File: src/verilog/adcseq_pkg.sv
// Constants, types and state layout of the converter sequencer
// Operation
// - Result is 10 bits over two bytes, right aligned unless left adjust set.
// - Low byte read locks both result bytes until high byte read.
// - Result finished while locked is dropped, completion flag still set.
// - Writing start begins conversion; start bit high while busy, cleared at end.
// - Channel changes during a conversion apply only after it finishes.
// - Auto trigger rising edge resets prescaler and starts conversion.
// - Trigger edges during conversion ignored; a level held high restarts nothing.
// - Event flags set even when masked; software clears them before next trigger.
// - Completion flag as source gives free running; first start by software.
// - Software start works with auto trigger; start bit high in any conversion.
// - Prescaler counts from enable, divides by select, held reset while disabled.
// - Reference and channel selections act only while converter is enabled.
// - Software conversion begins at next converter clock rising edge.
// - Normal conversion 13 converter cycles, first after enable 25 cycles.
// - Sample and hold at 1.5 cycles normally, 13.5 cycles for first.
// - At completion write result, set flag, clear start bit in single mode.
// - Auto triggered: sample 2 cycles after edge, 3 sync clocks, 13.5 total.
// - Free running restarts right after each completion, start bit stays high.
// - Channel codes select any input pin, ground or the bandgap voltage.
// - Reference bits switch analog supply or internal 1.1V reference onto pin.
// - Selections track temporary copy until start, held, reopen in last cycle.
// - Enabled single mode with interrupt on: halted sleep starts a conversion.
`default_nettype none
package adcseq_pkg;

  // =========================================================================
  // Timing, in converter clock cycles; trigger synchroniser depth in CPU clocks
  localparam logic [4:0] ADCSEQ_NORM_END     = 5'h0d;
  localparam logic [4:0] ADCSEQ_FIRST_END    = 5'h19;
  localparam logic [4:0] ADCSEQ_NORM_SAMPLE  = 5'h01;
  localparam logic [4:0] ADCSEQ_FIRST_SAMPLE = 5'h0d;
  localparam logic [4:0] ADCSEQ_AUTO_SAMPLE  = 5'h02;
  localparam logic [4:0] ADCSEQ_AUTO_END     = 5'h0d;
  localparam int         ADCSEQ_TRIG_SYNC    = 3;

  // =========================================================================
  // Encodings
  localparam logic [2:0] ADCSEQ_SRC_COMPLETE = 3'h0;
  localparam logic [3:0] ADCSEQ_CH_BANDGAP   = 4'he;
  localparam logic [3:0] ADCSEQ_CH_GROUND    = 4'hf;
  localparam logic [1:0] ADCSEQ_REF_PIN      = 2'h0;
  localparam logic [1:0] ADCSEQ_REF_AVCC     = 2'h1;
  localparam logic [1:0] ADCSEQ_REF_INT11    = 2'h3;
  localparam logic [9:0] ADCSEQ_TRIAL_MSB    = 10'h200;
  localparam logic [3:0] ADCSEQ_BITS         = 4'ha;

  // =========================================================================
  // Types
  typedef enum logic [1:0] {
    ADCSEQ_IDLE = 2'b00,
    ADCSEQ_CONV = 2'b01
  } adcseq_state_t;

  typedef struct packed {
    logic       converter_enable;
    logic       converter_power_reduction;
    logic       auto_trigger_enable;
    logic [2:0] trigger_source_select;
    logic [2:0] prescaler_select;
    logic       left_adjust_select;
    logic [1:0] reference_select;
    logic [3:0] channel_select;
    logic       complete_irq_enable;
  } adcseq_cfg_t;

  typedef struct packed {
    logic       analog_enable;
    logic       sample_hold;
    logic [9:0] dac_trial;
    logic [3:0] channel;
    logic       ref_avcc_switch;
    logic       ref_int11_switch;
  } adcseq_analog_t;

  typedef struct packed {
    adcseq_state_t  st;
    logic [7:0]     presc;
    logic [4:0]     cyc;
    logic           first;
    logic           auto_conv;
    logic           sw_pending;
    logic [3:0]     bits_left;
    logic           sampled;
    logic [9:0]     result;
    logic           lock;
    logic           flag;
    logic           start_bit;
    logic [ADCSEQ_TRIG_SYNC-1:0] trig_pipe;
    logic           trig_prev;
    logic [7:0]     low_byte;
    logic [7:0]     high_byte;
    adcseq_analog_t ana;
  } adcseq_regs_t;

endpackage
`default_nettype wire

File: src/verilog/adcseq_top.sv
// Conversion sequencer: prescaler, start control, timing, SAR steps, result lock
`timescale 1ns/100ps
`default_nettype none
module adcseq_top (
  input  wire logic                   clock,            // 20 MHz CPU clock
  input  wire logic                   rst,              // Async reset, high
  input  wire adcseq_pkg::adcseq_cfg_t cfg,             // Control settings
  input  wire logic                   start_write,      // Software writes start one
  input  wire logic                   flag_clear,       // Software clears flag
  input  wire logic                   low_read,         // Low result byte read
  input  wire logic                   high_read,        // High result byte read
  input  wire logic                   sleep_halt,       // CPU halted in quiet sleep
  input  wire logic [7:0]             trigger_events,   // On-chip event flags
  input  wire logic                   comparator_high,  // Input at or above trial
  output logic [7:0]                  result_low_byte,  // Low result byte
  output logic [7:0]                  result_high_byte, // High result byte
  output logic                        start_conversion_bit, // Busy / start bit
  output logic                        conversion_complete_flag, // Completion flag
  output adcseq_pkg::adcseq_analog_t  analog            // Analog front end controls
);
  import adcseq_pkg::*;

  // ==========================================================================
  // State
  adcseq_regs_t s;
  adcseq_regs_t next_s;

  logic       en;
  logic [7:0] div;
  logic       rise;
  logic       fall;
  logic       freerun;
  logic       trig_raw;
  logic       trig_edge;
  logic       conv_start;
  logic       sample_now;
  logic       end_now;
  logic [4:0] end_cyc;
  logic [4:0] cyc_after;
  logic       step_now;
  logic [9:0] trial;
  logic       sel_open;

  // ==========================================================================
  // Combinational next state
  always_comb begin
    next_s = s;
    next_s.ana.sample_hold = 1'b0;

    en = cfg.converter_enable & ~cfg.converter_power_reduction;
    if (cfg.prescaler_select == 3'h0) begin
      div = 8'h02;
    end else begin
      div = 8'h01 << cfg.prescaler_select;
    end
    // A count left above a newly chosen smaller ratio ticks at once rather than wrapping
    rise = en & (s.presc >= div - 8'h01);
    fall = en & (s.presc == (div >> 1) - 8'h01);
    freerun = cfg.auto_trigger_enable & (cfg.trigger_source_select == ADCSEQ_SRC_COMPLETE);

    // Event flags are kept by their owners whether masked or not, so an
    // uncleared flag simply never makes a second rising edge here.
    if (cfg.trigger_source_select == ADCSEQ_SRC_COMPLETE) begin
      trig_raw = 1'b0;
    end else begin
      trig_raw = trigger_events[cfg.trigger_source_select];
    end
    next_s.trig_pipe = {s.trig_pipe[ADCSEQ_TRIG_SYNC-2:0], trig_raw};
    next_s.trig_prev = s.trig_pipe[ADCSEQ_TRIG_SYNC-1];
    trig_edge = s.trig_pipe[ADCSEQ_TRIG_SYNC-1] & ~s.trig_prev;

    // Prescaler runs only while enabled
    if (!en) begin
      next_s.presc = 8'h00;
    end else if (rise) begin
      next_s.presc = 8'h00;
    end else begin
      next_s.presc = s.presc + 8'h01;
    end

    // Software and sleep requests
    if (en && start_write) begin
      next_s.start_bit = 1'b1;
      if (s.st == ADCSEQ_IDLE) begin
        next_s.sw_pending = 1'b1;
      end
    end
    if (en && sleep_halt && !cfg.auto_trigger_enable && cfg.complete_irq_enable &&
        s.st == ADCSEQ_IDLE) begin
      next_s.start_bit = 1'b1;
      next_s.sw_pending = 1'b1;
    end

    // Result read lock
    if (low_read) begin
      next_s.lock = 1'b1;
    end
    if (high_read) begin
      next_s.lock = 1'b0;
    end

    conv_start = 1'b0;
    sample_now = 1'b0;
    end_now = 1'b0;
    step_now = 1'b0;
    trial = s.ana.dac_trial;
    cyc_after = s.cyc + 5'h01;
    end_cyc = s.first ? ADCSEQ_FIRST_END : ADCSEQ_NORM_END;
    sel_open = 1'b1;

    case (s.st)
      ADCSEQ_IDLE: begin
        if (en && trig_edge && cfg.auto_trigger_enable && !freerun) begin
          next_s.presc = 8'h00;
          next_s.auto_conv = ~s.first;
          next_s.start_bit = 1'b1;
          next_s.sw_pending = 1'b0;
          conv_start = 1'b1;
        end else if (en && s.sw_pending && rise) begin
          next_s.auto_conv = 1'b0;
          next_s.sw_pending = 1'b0;
          conv_start = 1'b1;
        end
      end
      ADCSEQ_CONV: begin
        sel_open = 1'b0;
        if (rise) begin
          next_s.cyc = cyc_after;
        end
        if (s.auto_conv) begin
          sample_now = rise & (cyc_after == ADCSEQ_AUTO_SAMPLE);
          end_now = fall & (s.cyc == ADCSEQ_AUTO_END);
          sel_open = (s.cyc == ADCSEQ_AUTO_END);
        end else if (s.first) begin
          sample_now = fall & (s.cyc == ADCSEQ_FIRST_SAMPLE);
          end_now = rise & (cyc_after == ADCSEQ_FIRST_END);
          sel_open = (cyc_after == end_cyc);
        end else begin
          sample_now = fall & (s.cyc == ADCSEQ_NORM_SAMPLE);
          end_now = rise & (cyc_after == ADCSEQ_NORM_END);
          sel_open = (cyc_after == end_cyc);
        end
        step_now = rise & s.sampled & (s.bits_left != 4'h0) & ~sample_now;
      end
      default: begin
        next_s.st = ADCSEQ_IDLE;
      end
    endcase

    // One successive approximation decision per converter clock
    if (step_now) begin
      if (!comparator_high) begin
        trial[s.bits_left - 4'h1] = 1'b0;
      end
      if (s.bits_left > 4'h1) begin
        trial[s.bits_left - 4'h2] = 1'b1;
      end
      next_s.bits_left = s.bits_left - 4'h1;
      next_s.ana.dac_trial = trial;
    end

    if (sample_now) begin
      next_s.ana.sample_hold = 1'b1;
      next_s.sampled = 1'b1;
      next_s.bits_left = ADCSEQ_BITS;
      next_s.ana.dac_trial = ADCSEQ_TRIAL_MSB;
    end

    if (end_now) begin
      if (!s.lock) begin
        next_s.result = trial;
      end
      next_s.first = 1'b0;
      if (freerun) begin
        conv_start = 1'b1;
        next_s.auto_conv = 1'b0;
      end else begin
        next_s.st = ADCSEQ_IDLE;
        next_s.start_bit = 1'b0;
      end
    end

    if (conv_start) begin
      next_s.st = ADCSEQ_CONV;
      next_s.cyc = 5'h00;
      next_s.sampled = 1'b0;
      next_s.bits_left = 4'h0;
    end

    // A finishing conversion beats a clear in the same cycle
    next_s.flag = (s.flag & ~flag_clear) | end_now;

    // Disabling aborts and re-arms the long first conversion
    if (!en) begin
      next_s.st = ADCSEQ_IDLE;
      next_s.start_bit = 1'b0;
      next_s.sw_pending = 1'b0;
      next_s.first = 1'b1;
      next_s.sampled = 1'b0;
    end

    // Selections follow the temporary copy only while open and enabled
    next_s.ana.analog_enable = en;
    if (en && sel_open) begin
      next_s.ana.channel = cfg.channel_select;
      next_s.ana.ref_avcc_switch = (cfg.reference_select == ADCSEQ_REF_AVCC);
      next_s.ana.ref_int11_switch = (cfg.reference_select == ADCSEQ_REF_INT11);
    end else if (!en) begin
      next_s.ana.ref_avcc_switch = 1'b0;
      next_s.ana.ref_int11_switch = 1'b0;
    end

    // Bytes follow the stored result; the stored result is what the lock freezes
    if (cfg.left_adjust_select) begin
      next_s.high_byte = s.result[9:2];
      next_s.low_byte = {s.result[1:0], 6'h00};
    end else begin
      next_s.high_byte = {6'h00, s.result[9:8]};
      next_s.low_byte = s.result[7:0];
    end
  end

  // ==========================================================================
  // Registers
  always_ff @(posedge clock or posedge rst) begin
    if (rst) begin
      s <= '0;
      s.st <= ADCSEQ_IDLE;
      s.first <= 1'b1;
    end else begin
      s <= next_s;
    end
  end

  // ==========================================================================
  // Outputs straight from state
  assign result_low_byte = s.low_byte;
  assign result_high_byte = s.high_byte;
  assign start_conversion_bit = s.start_bit;
  assign conversion_complete_flag = s.flag;
  assign analog = s.ana;

endmodule
`default_nettype wire

File: config.mk
export PLATFORM = sky130hd
export DESIGN_NAME = adcseq_top
export DESIGN_NICKNAME = d
export VERILOG_FILES = /design/src/verilog/adcseq_pkg.sv /design/src/verilog/adcseq_top.sv
export SDC_FILE = /design/constraint.sdc
export NUM_CORES = 1
export LEC_CHECK = 0
export ABC_AREA = 1
export BUFFER_PORTS_ARGS = -buffer_cell sky130_fd_sc_hd__buf_2
export CAP_MARGIN = 20
export CORE_UTILIZATION = 45
export CTS_CLUSTER_DIAMETER = 60
export DETAILED_ROUTE_END_ITERATION = 8
export PLACE_DENSITY = 0.67
export SYNTH_ARGS = -nofsm -noshare
export SYNTH_HDL_FRONTEND = slang
export SYNTH_SLANG_ARGS = --single-unit
export TNS_END_PERCENT = 100
File: constraint.sdc
create_clock -name clock -period 4.62 [get_ports clock]
set_clock_uncertainty 0.15 [all_clocks]
set_input_delay 0.462 -clock clock [delete_from_list [all_inputs] [get_ports clock]]
set_output_delay 0.462 -clock clock [all_outputs]
set_load 0.005 [all_outputs]
# Word-level counts from Yosys, hierarchy flattened
# Index checks and enable logic that the tools add are counted.
dict set report totals {
  ff_bits 74
  input_bits 33
  output_inout_bits 36
  elab_cells 166
}
dict set report op_classes {
  addsub 6
  n_lt_le_gt_ge 7
  eq_ne 13
  shift 1
  muxes 67
  n_bitwise 24
  n_reduce_logical 26
}
# op count
set op_table {}
lappend op_table {{$mux 10} 4}
lappend op_table {{$mux 8} 5}
lappend op_table {{$mux 1} 35}
lappend op_table {{$mux 5} 6}
lappend op_table {{$mux 2} 11}
lappend op_table {{$mux 16} 1}
lappend op_table {{$and 1x1->1} 14}
lappend op_table {{$logic_and 1x1->1} 13}
lappend op_table {{$mux 11} 1}
lappend op_table {{$and 10x10->10} 1}
lappend op_table {{$eq 5x4->1 const B} 2}
lappend op_table {{$lt 4x5->1 const B} 2}
lappend op_table {{$not 10->10} 1}
lappend op_table {{$or 10x10->10} 1}
lappend op_table {{$add 8x1->8 const B} 1}
lappend op_table {{$demux 1 s4} 2}
lappend op_table {{$eq 8x8->1} 1}
lappend op_table {{$ge 4x1->1 const B} 2}
lappend op_table {{$ge 8x8->1} 1}
lappend op_table {{$shl 1x3->8 const A} 1}
lappend op_table {{$sub 7x1->8 const B} 1}
lappend op_table {{$sub 8x1->8 const B} 1}
lappend op_table {{$logic_not 3->1} 2}
lappend op_table {{$not 1->1} 6}
lappend op_table {{other kinds (23)} 29}

# Longest topological paths before layout
# Gate-level depths: netlist (run 1).
dict set report logic_depth {
  ltp_word 17
  ltp_mapped 20
  depth_no_buf 18
}

# Worst setup path after synthesis (run 1)
# No wires, ideal clock.
dict set report synth_timing {
  kind {in2reg}
  start {in cfg[10] in the netlist's numbering}
  end {reg s[42] in the netlist's numbering}
  setup_time_ps 116
  t_arrival_ps 2476
  required_ps 4354
  path_slack_ps 1877
  stages 19
  path_buffers 2
  cell_sequence {buf_6 inv_2 nand3_1 ha_1 o211ai_1 o21ai_0 ha_1 a21o_1 nor2_1 nand2_4 nand3_4 nor2_4 nand3_4 inv_4 buf_12 nand2_2 nand2_1 nand2_1 nand2_1}
}
dict set report synth_between {
  elab_chain_cells 13
  elab_cells_between_ends 27
  classes_between {add/sub: 2; order compare: 1; eq/ne: 1; shift: 1; mux: 9; bitwise: 11; reduce/logical: 2}
}
# element line_no
set synth_rtl {}
lappend synth_rtl {{start: declaration} adcseq_top.sv:7} ;# input wire adcseq_pkg::adcseq_cfg_t cfg,
lappend synth_rtl {{$logic_not 3->1 or $shl 1x3->8 (tied branches)} {adcseq_top.sv:51, adcseq_top.sv:54}}
lappend synth_rtl {{$mux 8 *} adcseq_top.sv:51} ;# if (cfg.prescaler_select == 3'h0) begin
lappend synth_rtl {{branches (longest 11 deep; another with $sub 8x1->8)} --}
lappend synth_rtl {{end signal: assignment} adcseq_top.sv:231} ;# s <= next_s;
lappend synth_rtl {{end: declaration} adcseq_top.sv:25} ;# adcseq_regs_t s;
# Mark *: on every way between the ends. The select of a mux whose other input is x is not followed.
# A chain may end at the register's enable or synchronous reset.

# Final worst setup path (run 1)
dict set report layout_timing {
  start {in cfg[8] in the netlist's numbering}
  end {reg s[48] in the netlist's numbering}
}
# The elaborated chain is that of the path after synthesis.

==> summary.md, run 1 <==
| Metric | Value |
|---|---|
| Vias in the first global route | approximately 3300 |
| P per Cell Area | between 200 and 300 nW/um2 |
| Number of CTS-inserted buffers | 9 |
| NetSw | roughly 0.00041 W |
| Setup TNS | 0 ns |
| Gate power share | ~15% |
| DP HPWL | around 6.6 mm |
| Post-synth top area cell | dfrtp_1 |
| Clock transition at the registers of the reported paths | 0.08 ns |
| Top_reg_cell synth | dfrtp_1 |
| Worst hold margin | around 0.11 ns |
| Via density per instance | ~4.8 |
| Initial antenna violation count | 0 |
| Clk pwr share | a little over a third |
| Post-CTS sizing | 0 |
| GRT Util Overall | between 10% and 20% |
| CP arrival | 3.02 ns |
| Synth Warn # | 0 |
| Final period utilization | around 63% |
| Final Hold Viols | 0 |
| Drt first pass iters | 4 |
| Drt drc | 0 |
| Pint | roughly 0.0010 W |
| Final Max Tran Viols | 0 |
| R2R setup slack | 2.07 ns |
| Pin slew with the least headroom to its limit | around 0.53 ns |
| Routability cong. | 0.886 |
| I/O Buffers | a little under 70 |
| Cell total after placement | just over 700 |
| Clock Tree Buf Depth | 2 |
| DRT antenna net count | 0 |
| Area grow syn2layout | 8.95% |
| Root Driver | clkbuf_8 |
| Req. time, crit path | about 4.7 ns |
| Post-synth EDFFs | 0 |
| CTS tree | yes |
| Overflow after GRT | 0 |
| Worst-skew pair later-pin latency | 0.34 ns |
| Worst r2r path cells | 14 |
| Post-synth cell types | 39 |
| Avg Cell Area, Syn | around 8.1 um2 |
| Rows | 36 |
| Pre-CTS setup slack | approximately 1.3 ns |
| Post-layout min period | 2.93 ns |
| Antenna cells | 0 |
| Routed via count | 3487 |
| Most common cell after layout, fill and taps aside | nand2_1 |
| Sequential share of the synthesized area | 41.4% |
| Max Clock Freq | ~340 MHz |
| Largest net degree at the start of global routing | 49 |
| Initial Utilization | 46.2% |
| Setup CP Type | primary input to register |
| Starting DRT DRC Count | 220 |
| Async SR Flop Fraction | 100% |
| Die Y | just over 100 um |
| LEAKAGE | ~2.6 nW |
| H-tree depth | 3 |
| Setup-failing EPs final | 0 |
| Relative slew slack | between 60% and 70% |
| Sequential power share | 48.0% |
| Post-synth top area share | approximately two fifths |
| Die ar. | ~10000 um2 |
| Critical-path maximum fanout | 11 |
| Largest cells by area after synthesis | dfrtp_1 41%, nand2_1 10%, buf_4 6.0%, inv_1 5.2%, ha_1 5.0% |
| Startpoint Class | primary input |
| Post-DP Area | 4630 um2 |
| Final wirelength | 8.62 mm |
| Share of cells above drive strength 1 | between 20% and 30% |
| First-pass GRT wire length | approximately 15 mm |
| Synth Cell Area | roughly 4500 um2 |
| Maxcap violations | 0 |
| Switching part of the total power | a little under 30% |
| Final Cell Area | around 4900 um2 |
| Worst Hold Depth | 2 |
| Finished Layout Cells | 726 |
| Post-Syn Nets | roughly 600 |
| Die Wd | slightly above 100 um |
| Most frequent cells in the layout | 122 x nand2_1, 73 x dfrtp_1, 68 x buf_2 |
| Crit. End Element | register |
| RSZ-0062 raised after global routing | false |
| FF+latch count, synth | 74 |
| Final WS setup | 1.69 ns |
| Nets | approximately 640 |
| Core area | 9680 um2 |
| Status | finished, final reports clean |
| Ports | slightly below 70 |
| Worst hold path type | primary input to register |
| Max IR drop VDD | ~0.18 mV |
| Sink Count | 74 |
| Per-cell routed wire length | 11.9 um |
| Synth Instances | 550 |
sequential cells by signal (all words and copies together), names as in the netlist:
register / cells
s: 35
analog: 18
result_high_byte: 8
result_low_byte: 8
next_s: 3
conversion_complete_flag: 1
start_conversion_bit: 1
through the flow:
step	power (W)	utilization, %
2_1_floorplan	0.000861	-
3_3_place_gp	0.000913	47.8
3_5_place_dp	0.000916	47.8
4_1_cts	0.00144	50.0
5_1_grt	0.00150	50.3
6_report	0.00143	50.3
power groups by stage:
stage / Sequential (W) / Combinational [W] / Clock, W
floorplan: 0.000694 / 0.000167 / 0
global placement: 0.000698 / 0.000215 / 0
detailed placement: 0.000699 / 0.000217 / 0
CTS: 0.000686 / 0.000217 / 0.000538
global route: 0.000689 / 0.000248 / 0.000560
finish: 0.000686 / 0.000219 / 0.000522
kinds of logic (layout without fill, tap and decap cells):
family | after synthesis | in the layout | synth area share (%)
other | 1 | 1 | 0.0838
and+or+nand+nor | 258 | 258 | 27.7
DFF | 74 | 74 | 41.4
buffers and inverters | 117 | 160 | 14.2
AOI/OAI and AO/OA | 69 | 69 | 8.64
muxes | 4 | 4 | 1.01
xor gates and xnor gates | 9 | 9 | 1.93
adders and majority gates | 18 | 18 | 5.03
area by class of cell:
cell class                      count  area [um2]
Clock buffer                       10         138
Clock inverter                      6        73.8
Fill cell                         920        4810
Inverter                           73         279
Multi-Input combinational cell    359        1990
Sequential cell                    74        1850
Tap cell                          133         166
Timing Repair Buffer               71         378
timing repair:
item	4_1_cts	5_1_grt
hold buffers	0	1
endpoints found under the hold margin	0	12
buffers inserted	0	0
worst max-delay path, cell delays in order:
cell and delay [ns]:
buf_2 0.11, inv_1 0.12, nand3_1 0.10, ha_1 0.21, o211ai_1 0.09, o21ai_0 0.13
ha_1 0.31, nand2_1 0.07, a21oi_1 0.13, nor2_1 0.10, nand2_4 0.11, nand3_4 0.14
o21ai_4 0.32, inv_4 0.06, nor2_4 0.25, inv_2 0.16, nand2_1 0.10, nand2_1 0.05
cells in the mapped netlist, types with 4 or more instances:
cell,number
o21ai_1,8
nand2_2,23
buf_4,36
a21oi_1,24
nand3_1,31
nand4_1,6
xor2_1,5
nor2_1,53
inv_2,9
dfrtp_1,73
nor2_4,6
inv_1,62
o21ai_0,26
nor3_1,4
mux2_2,4
nand2_1,122
ha_1,18
worst paths after layout:
path | startpoint | endpoint
max | cfg[8] | s[48]
min | high_read | s[40]
max reg2reg | s[67] | s[48]
min reg2reg | next_s[37] | next_s[34]
max in group asynchronous | rst | s[58]
min in group asynchronous | rst | result_high_byte[3]
per-layer routing:
layer	vias up	track usage, %	wire length [um]
li1	1784	-	-
met1	1573	24.8	4300
met2	116	28.9	3770
met3	14	3.59	408
met4	0	6.91	138
met5	-	0	0
Power figures use the tool's default switching activity.
==> inputs of run 2 (changes only) <==
==> constraint.sdc (replaced) <==
create_clock -name clock -period 3.07 [get_ports clock]
set_clock_uncertainty 0.15 [all_clocks]
set_input_delay 0.307 -clock clock [delete_from_list [all_inputs] [get_ports clock]]
set_output_delay 0.307 -clock clock [all_outputs]
set_load 0.005 [all_outputs]
==> run 2 against run 1 <==
  * The run now ends with negative hold slack left
  * Cell count up 0.55%
  * Critical path depth up 1
  * Wire length up 0.51%
  * Sequential power up 50%
  * Combinational power up 50%
  * Global-route usage about the same
  * Clock power up 62%
  * Core utilization up 0.32 points
  * Sequential share of layout area down 0.24 points
  * Highest routed layer unchanged
  * First-iteration DRC count down 25%
  * Hold slack worse by 0.14 ns
==> summary.md, run 2 (same netlist as run 1, synthesis figures left out) <==
| Metric | Value |
|---|---|
| Vias in the first global route | 3213 (-2.9%) |
| Max Clock Freq | about 380 MHz |
| Worst hold margin | -0.0280 ns (-0.136 ns) |
| Top reg by flops | s |
| Status | finished with violations |
| RR Endpoint | s[49] |
| Worst-skew pair later-pin latency | 0.35 ns (about the same) |
| Most frequent cells in the layout | 122 x nand2_1, 73 x dfrtp_1, 68 x buf_2 |
| Maxcap violations | 0 (unchanged) |
| Final period utilization | between 80% and 90% |
| Filler instances | 927 (+0.76%) |
| Area occupied by multi-input gates | 1990 um2 (unchanged) |
| Failing checks | negative hold slack |
| Routability cong. | 0.905 (+2.1%) |
| Overflow after GRT | 0 (unchanged) |
| # Post-CTS Setup Buffers | 0 (unchanged) |
| P per Cell Area | 450 nW/um2 (+54%) |
| Post-layout min period | between 2 and 3 ns |
| Drt first pass iters | 4 (unchanged) |
| Per-cell routed wire length | 11.9 um (about the same) |
| Sink Count | 74 (unchanged) |
| Most common cell after layout, fill and taps aside | nand2_1 |
| Setup TNS | 0 ns (unchanged) |
| Number of flip-flops in the largest register | 35 (unchanged) |
| Die Y | 102 um (unchanged) |
| Critical path launch point | cfg[8] |
| Share of cells above drive strength 1 | 25.1% (+0.34 points) |
| DP HPWL | 6.62 mm (+0.97%) |
| Relative slew slack | 43.9% (-20 points) |
| Worst hold path type | primary input to async pin |
| Crit-path leading delay family | simple AND/OR/NAND/NOR gates |
| Antenna cells | 0 (unchanged) |
| Slowest cell delay on critical path | 0.31 ns (about the same) |
| Largest net degree at the start of global routing | 44 (-10%) |
| Number of CTS-inserted buffers | 9 (unchanged) |
| Area grow syn2layout | 9.65% |
| Die Wd | 102 um (unchanged) |
| RSZ-0062 raised after global routing | false |
| Buf/Inv on CP | 3 (-1) |
| I/O Buffers | 68 (unchanged) |
| Max IR drop VDD | 0.202 mV (+13%) |
| Core area | 9680 um2 (unchanged) |
| Crit. path cell count | 19 (+1) |
| Root Driver | clkbuf_8 |
| Pre-CTS setup slack | 0.129 ns (-1.20 ns) |
| Most frequent CP cell | nand2_1 |
| Layout Utilization | 50.7% (+0.32 points) |
| Final Max Tran Viols | 0 (unchanged) |
| Critical Path Sink | s[49] |
| Setup CP Type | primary input to register |
| Routed via count | 3505 (+0.52%) |
| CTS tree | yes |
| Final WS setup | 0.434 ns (-1.25 ns) |
| Req. time, crit path | 3.16 ns (-1.55 ns) |
| Ports | 69 (unchanged) |
| Setup-failing EPs final | 0 (unchanged) |
| Critical-path maximum fanout | 9 (-2) |
| Nets | 643 (+0.63%) |
| LEAKAGE | 2.61 nW (+0.65%) |
| First-pass GRT wire length | 14.9 mm (-0.60%) |
| DRT antenna net count | 0 (unchanged) |
| R2R setup slack | 0.69 ns (-1.38 ns) |
| Final wirelength | 8.66 mm (+0.51%) |
| Crit. End Element | register |
| Rows | 36 (unchanged) |
| CP arrival | 2.73 ns (-0.29 ns) |
| Initial antenna violation count | 0 (unchanged) |
| Slowest CP cell | ha_1 |
| Pin slew with the least headroom to its limit | 0.840 ns (+0.306 ns) |
| H-tree depth | 3 (unchanged) |
| FF-to-FF Start | s[69] |
| Clock transition at the registers of the reported paths | 0.08 ns (about the same) |
| Worst r2r path cells | 13 (-1) |
| Final Hold Viols | 40 (+40) |
| Final Power | 0.00221 W (+55%) |
| Crit path cell chain | buf_2 > inv_1 > nand3_1 > ha_1 > o211ai_1 > o21ai_0 > ha_1 > nand2_1 > a21oi_1 > nor2_1 > nand2_4 > nand3_4 > nor2_4 > nand3_4 > buf_4 > nand2_2 > nand2_1 > nand2_1 > nand2_1 |
| Die ar. | 10300 um2 (unchanged) |
| Initial Utilization | 46.2% (unchanged) |
| Drt drc | 0 (unchanged) |
| Via density per instance | 4.80 (about the same) |
| Register Area | 1850 um2 (unchanged) |
| Clock Tree Buf Depth | 2 (unchanged) |
| GRT Util Overall | 18.3% (+0.040 points) |
| Startpoint Class | primary input |
| Starting DRT DRC Count | 166 (-25%) |
==> run 2: cell type report <==
type	instances	share of cell area, %
Tap cell	133	3.39
Sequential cell	74	37.8
Timing Repair Buffer	75	8.11
Multi-Input combinational cell	359	40.5
Inverter	73	5.69
Clock buffer	9	2.52
Clock inverter	7	2.01
==> run 2: timing repair <==
| action | CTS | global route |
|---|---|---|
| hold buffers | 2 | 0 |
| hold endpoints to repair | 2 | 0 |
| gates resized for setup | 0 | 0 |
==> run 2: worst min path at each step <==
stage,end,start,slack [ns],depth (start not counted)
after floorplan,next_s[34],next_s[37],0.18,0
after global placement,next_s[37],next_s[36],0.19,0
after detailed placement,next_s[37],next_s[36],0.19,0
after CTS,result_high_byte[3],rst,0.0003,2
after global routing,analog[5],cfg[4],0.03,2
final,result_high_byte[3],rst,-0.03,2
==> run 2: per-stage QoR <==
stage	hold slack [ns]	cells	area, um2
6_report	-0.0280	730	4910
5_1_grt	0.0316	730	4910
4_1_cts	0.000318	730	4910
3_5_place_dp	0.191	712	4660
3_3_place_gp	0.191	712	4660
2_1_floorplan	0.181	550	4470
==> run 2: report_power, final <==
group          total [W]  switching [W]  internal, W
clock           0.000846       0.000382     0.000465
sequential       0.00103      0.0000250      0.00101
combinational   0.000328       0.000214     0.000114
==> run 2: routing by layer <==
metal | up-vias | global-route usage [%] | wire, um
li1 | 1787 | - | -
met1 | 1603 | 25.6 | 4290
met2 | 107 | 28.6 | 3830
met3 | 8 | 3.38 | 445
met4 | 0 | 6.13 | 89
met5 | - | 0 | 0
==> run 2: worst register-to-register path: cells and delay by family (launching register included) <==
kind | cells | cell delay (ns)
flops | 1 | 0.44
compound gates | 1 | 0.15
fa+ha+maj | 1 | 0.33
buf+inv | 1 | 0.22
simple gates | 10 | 0.99
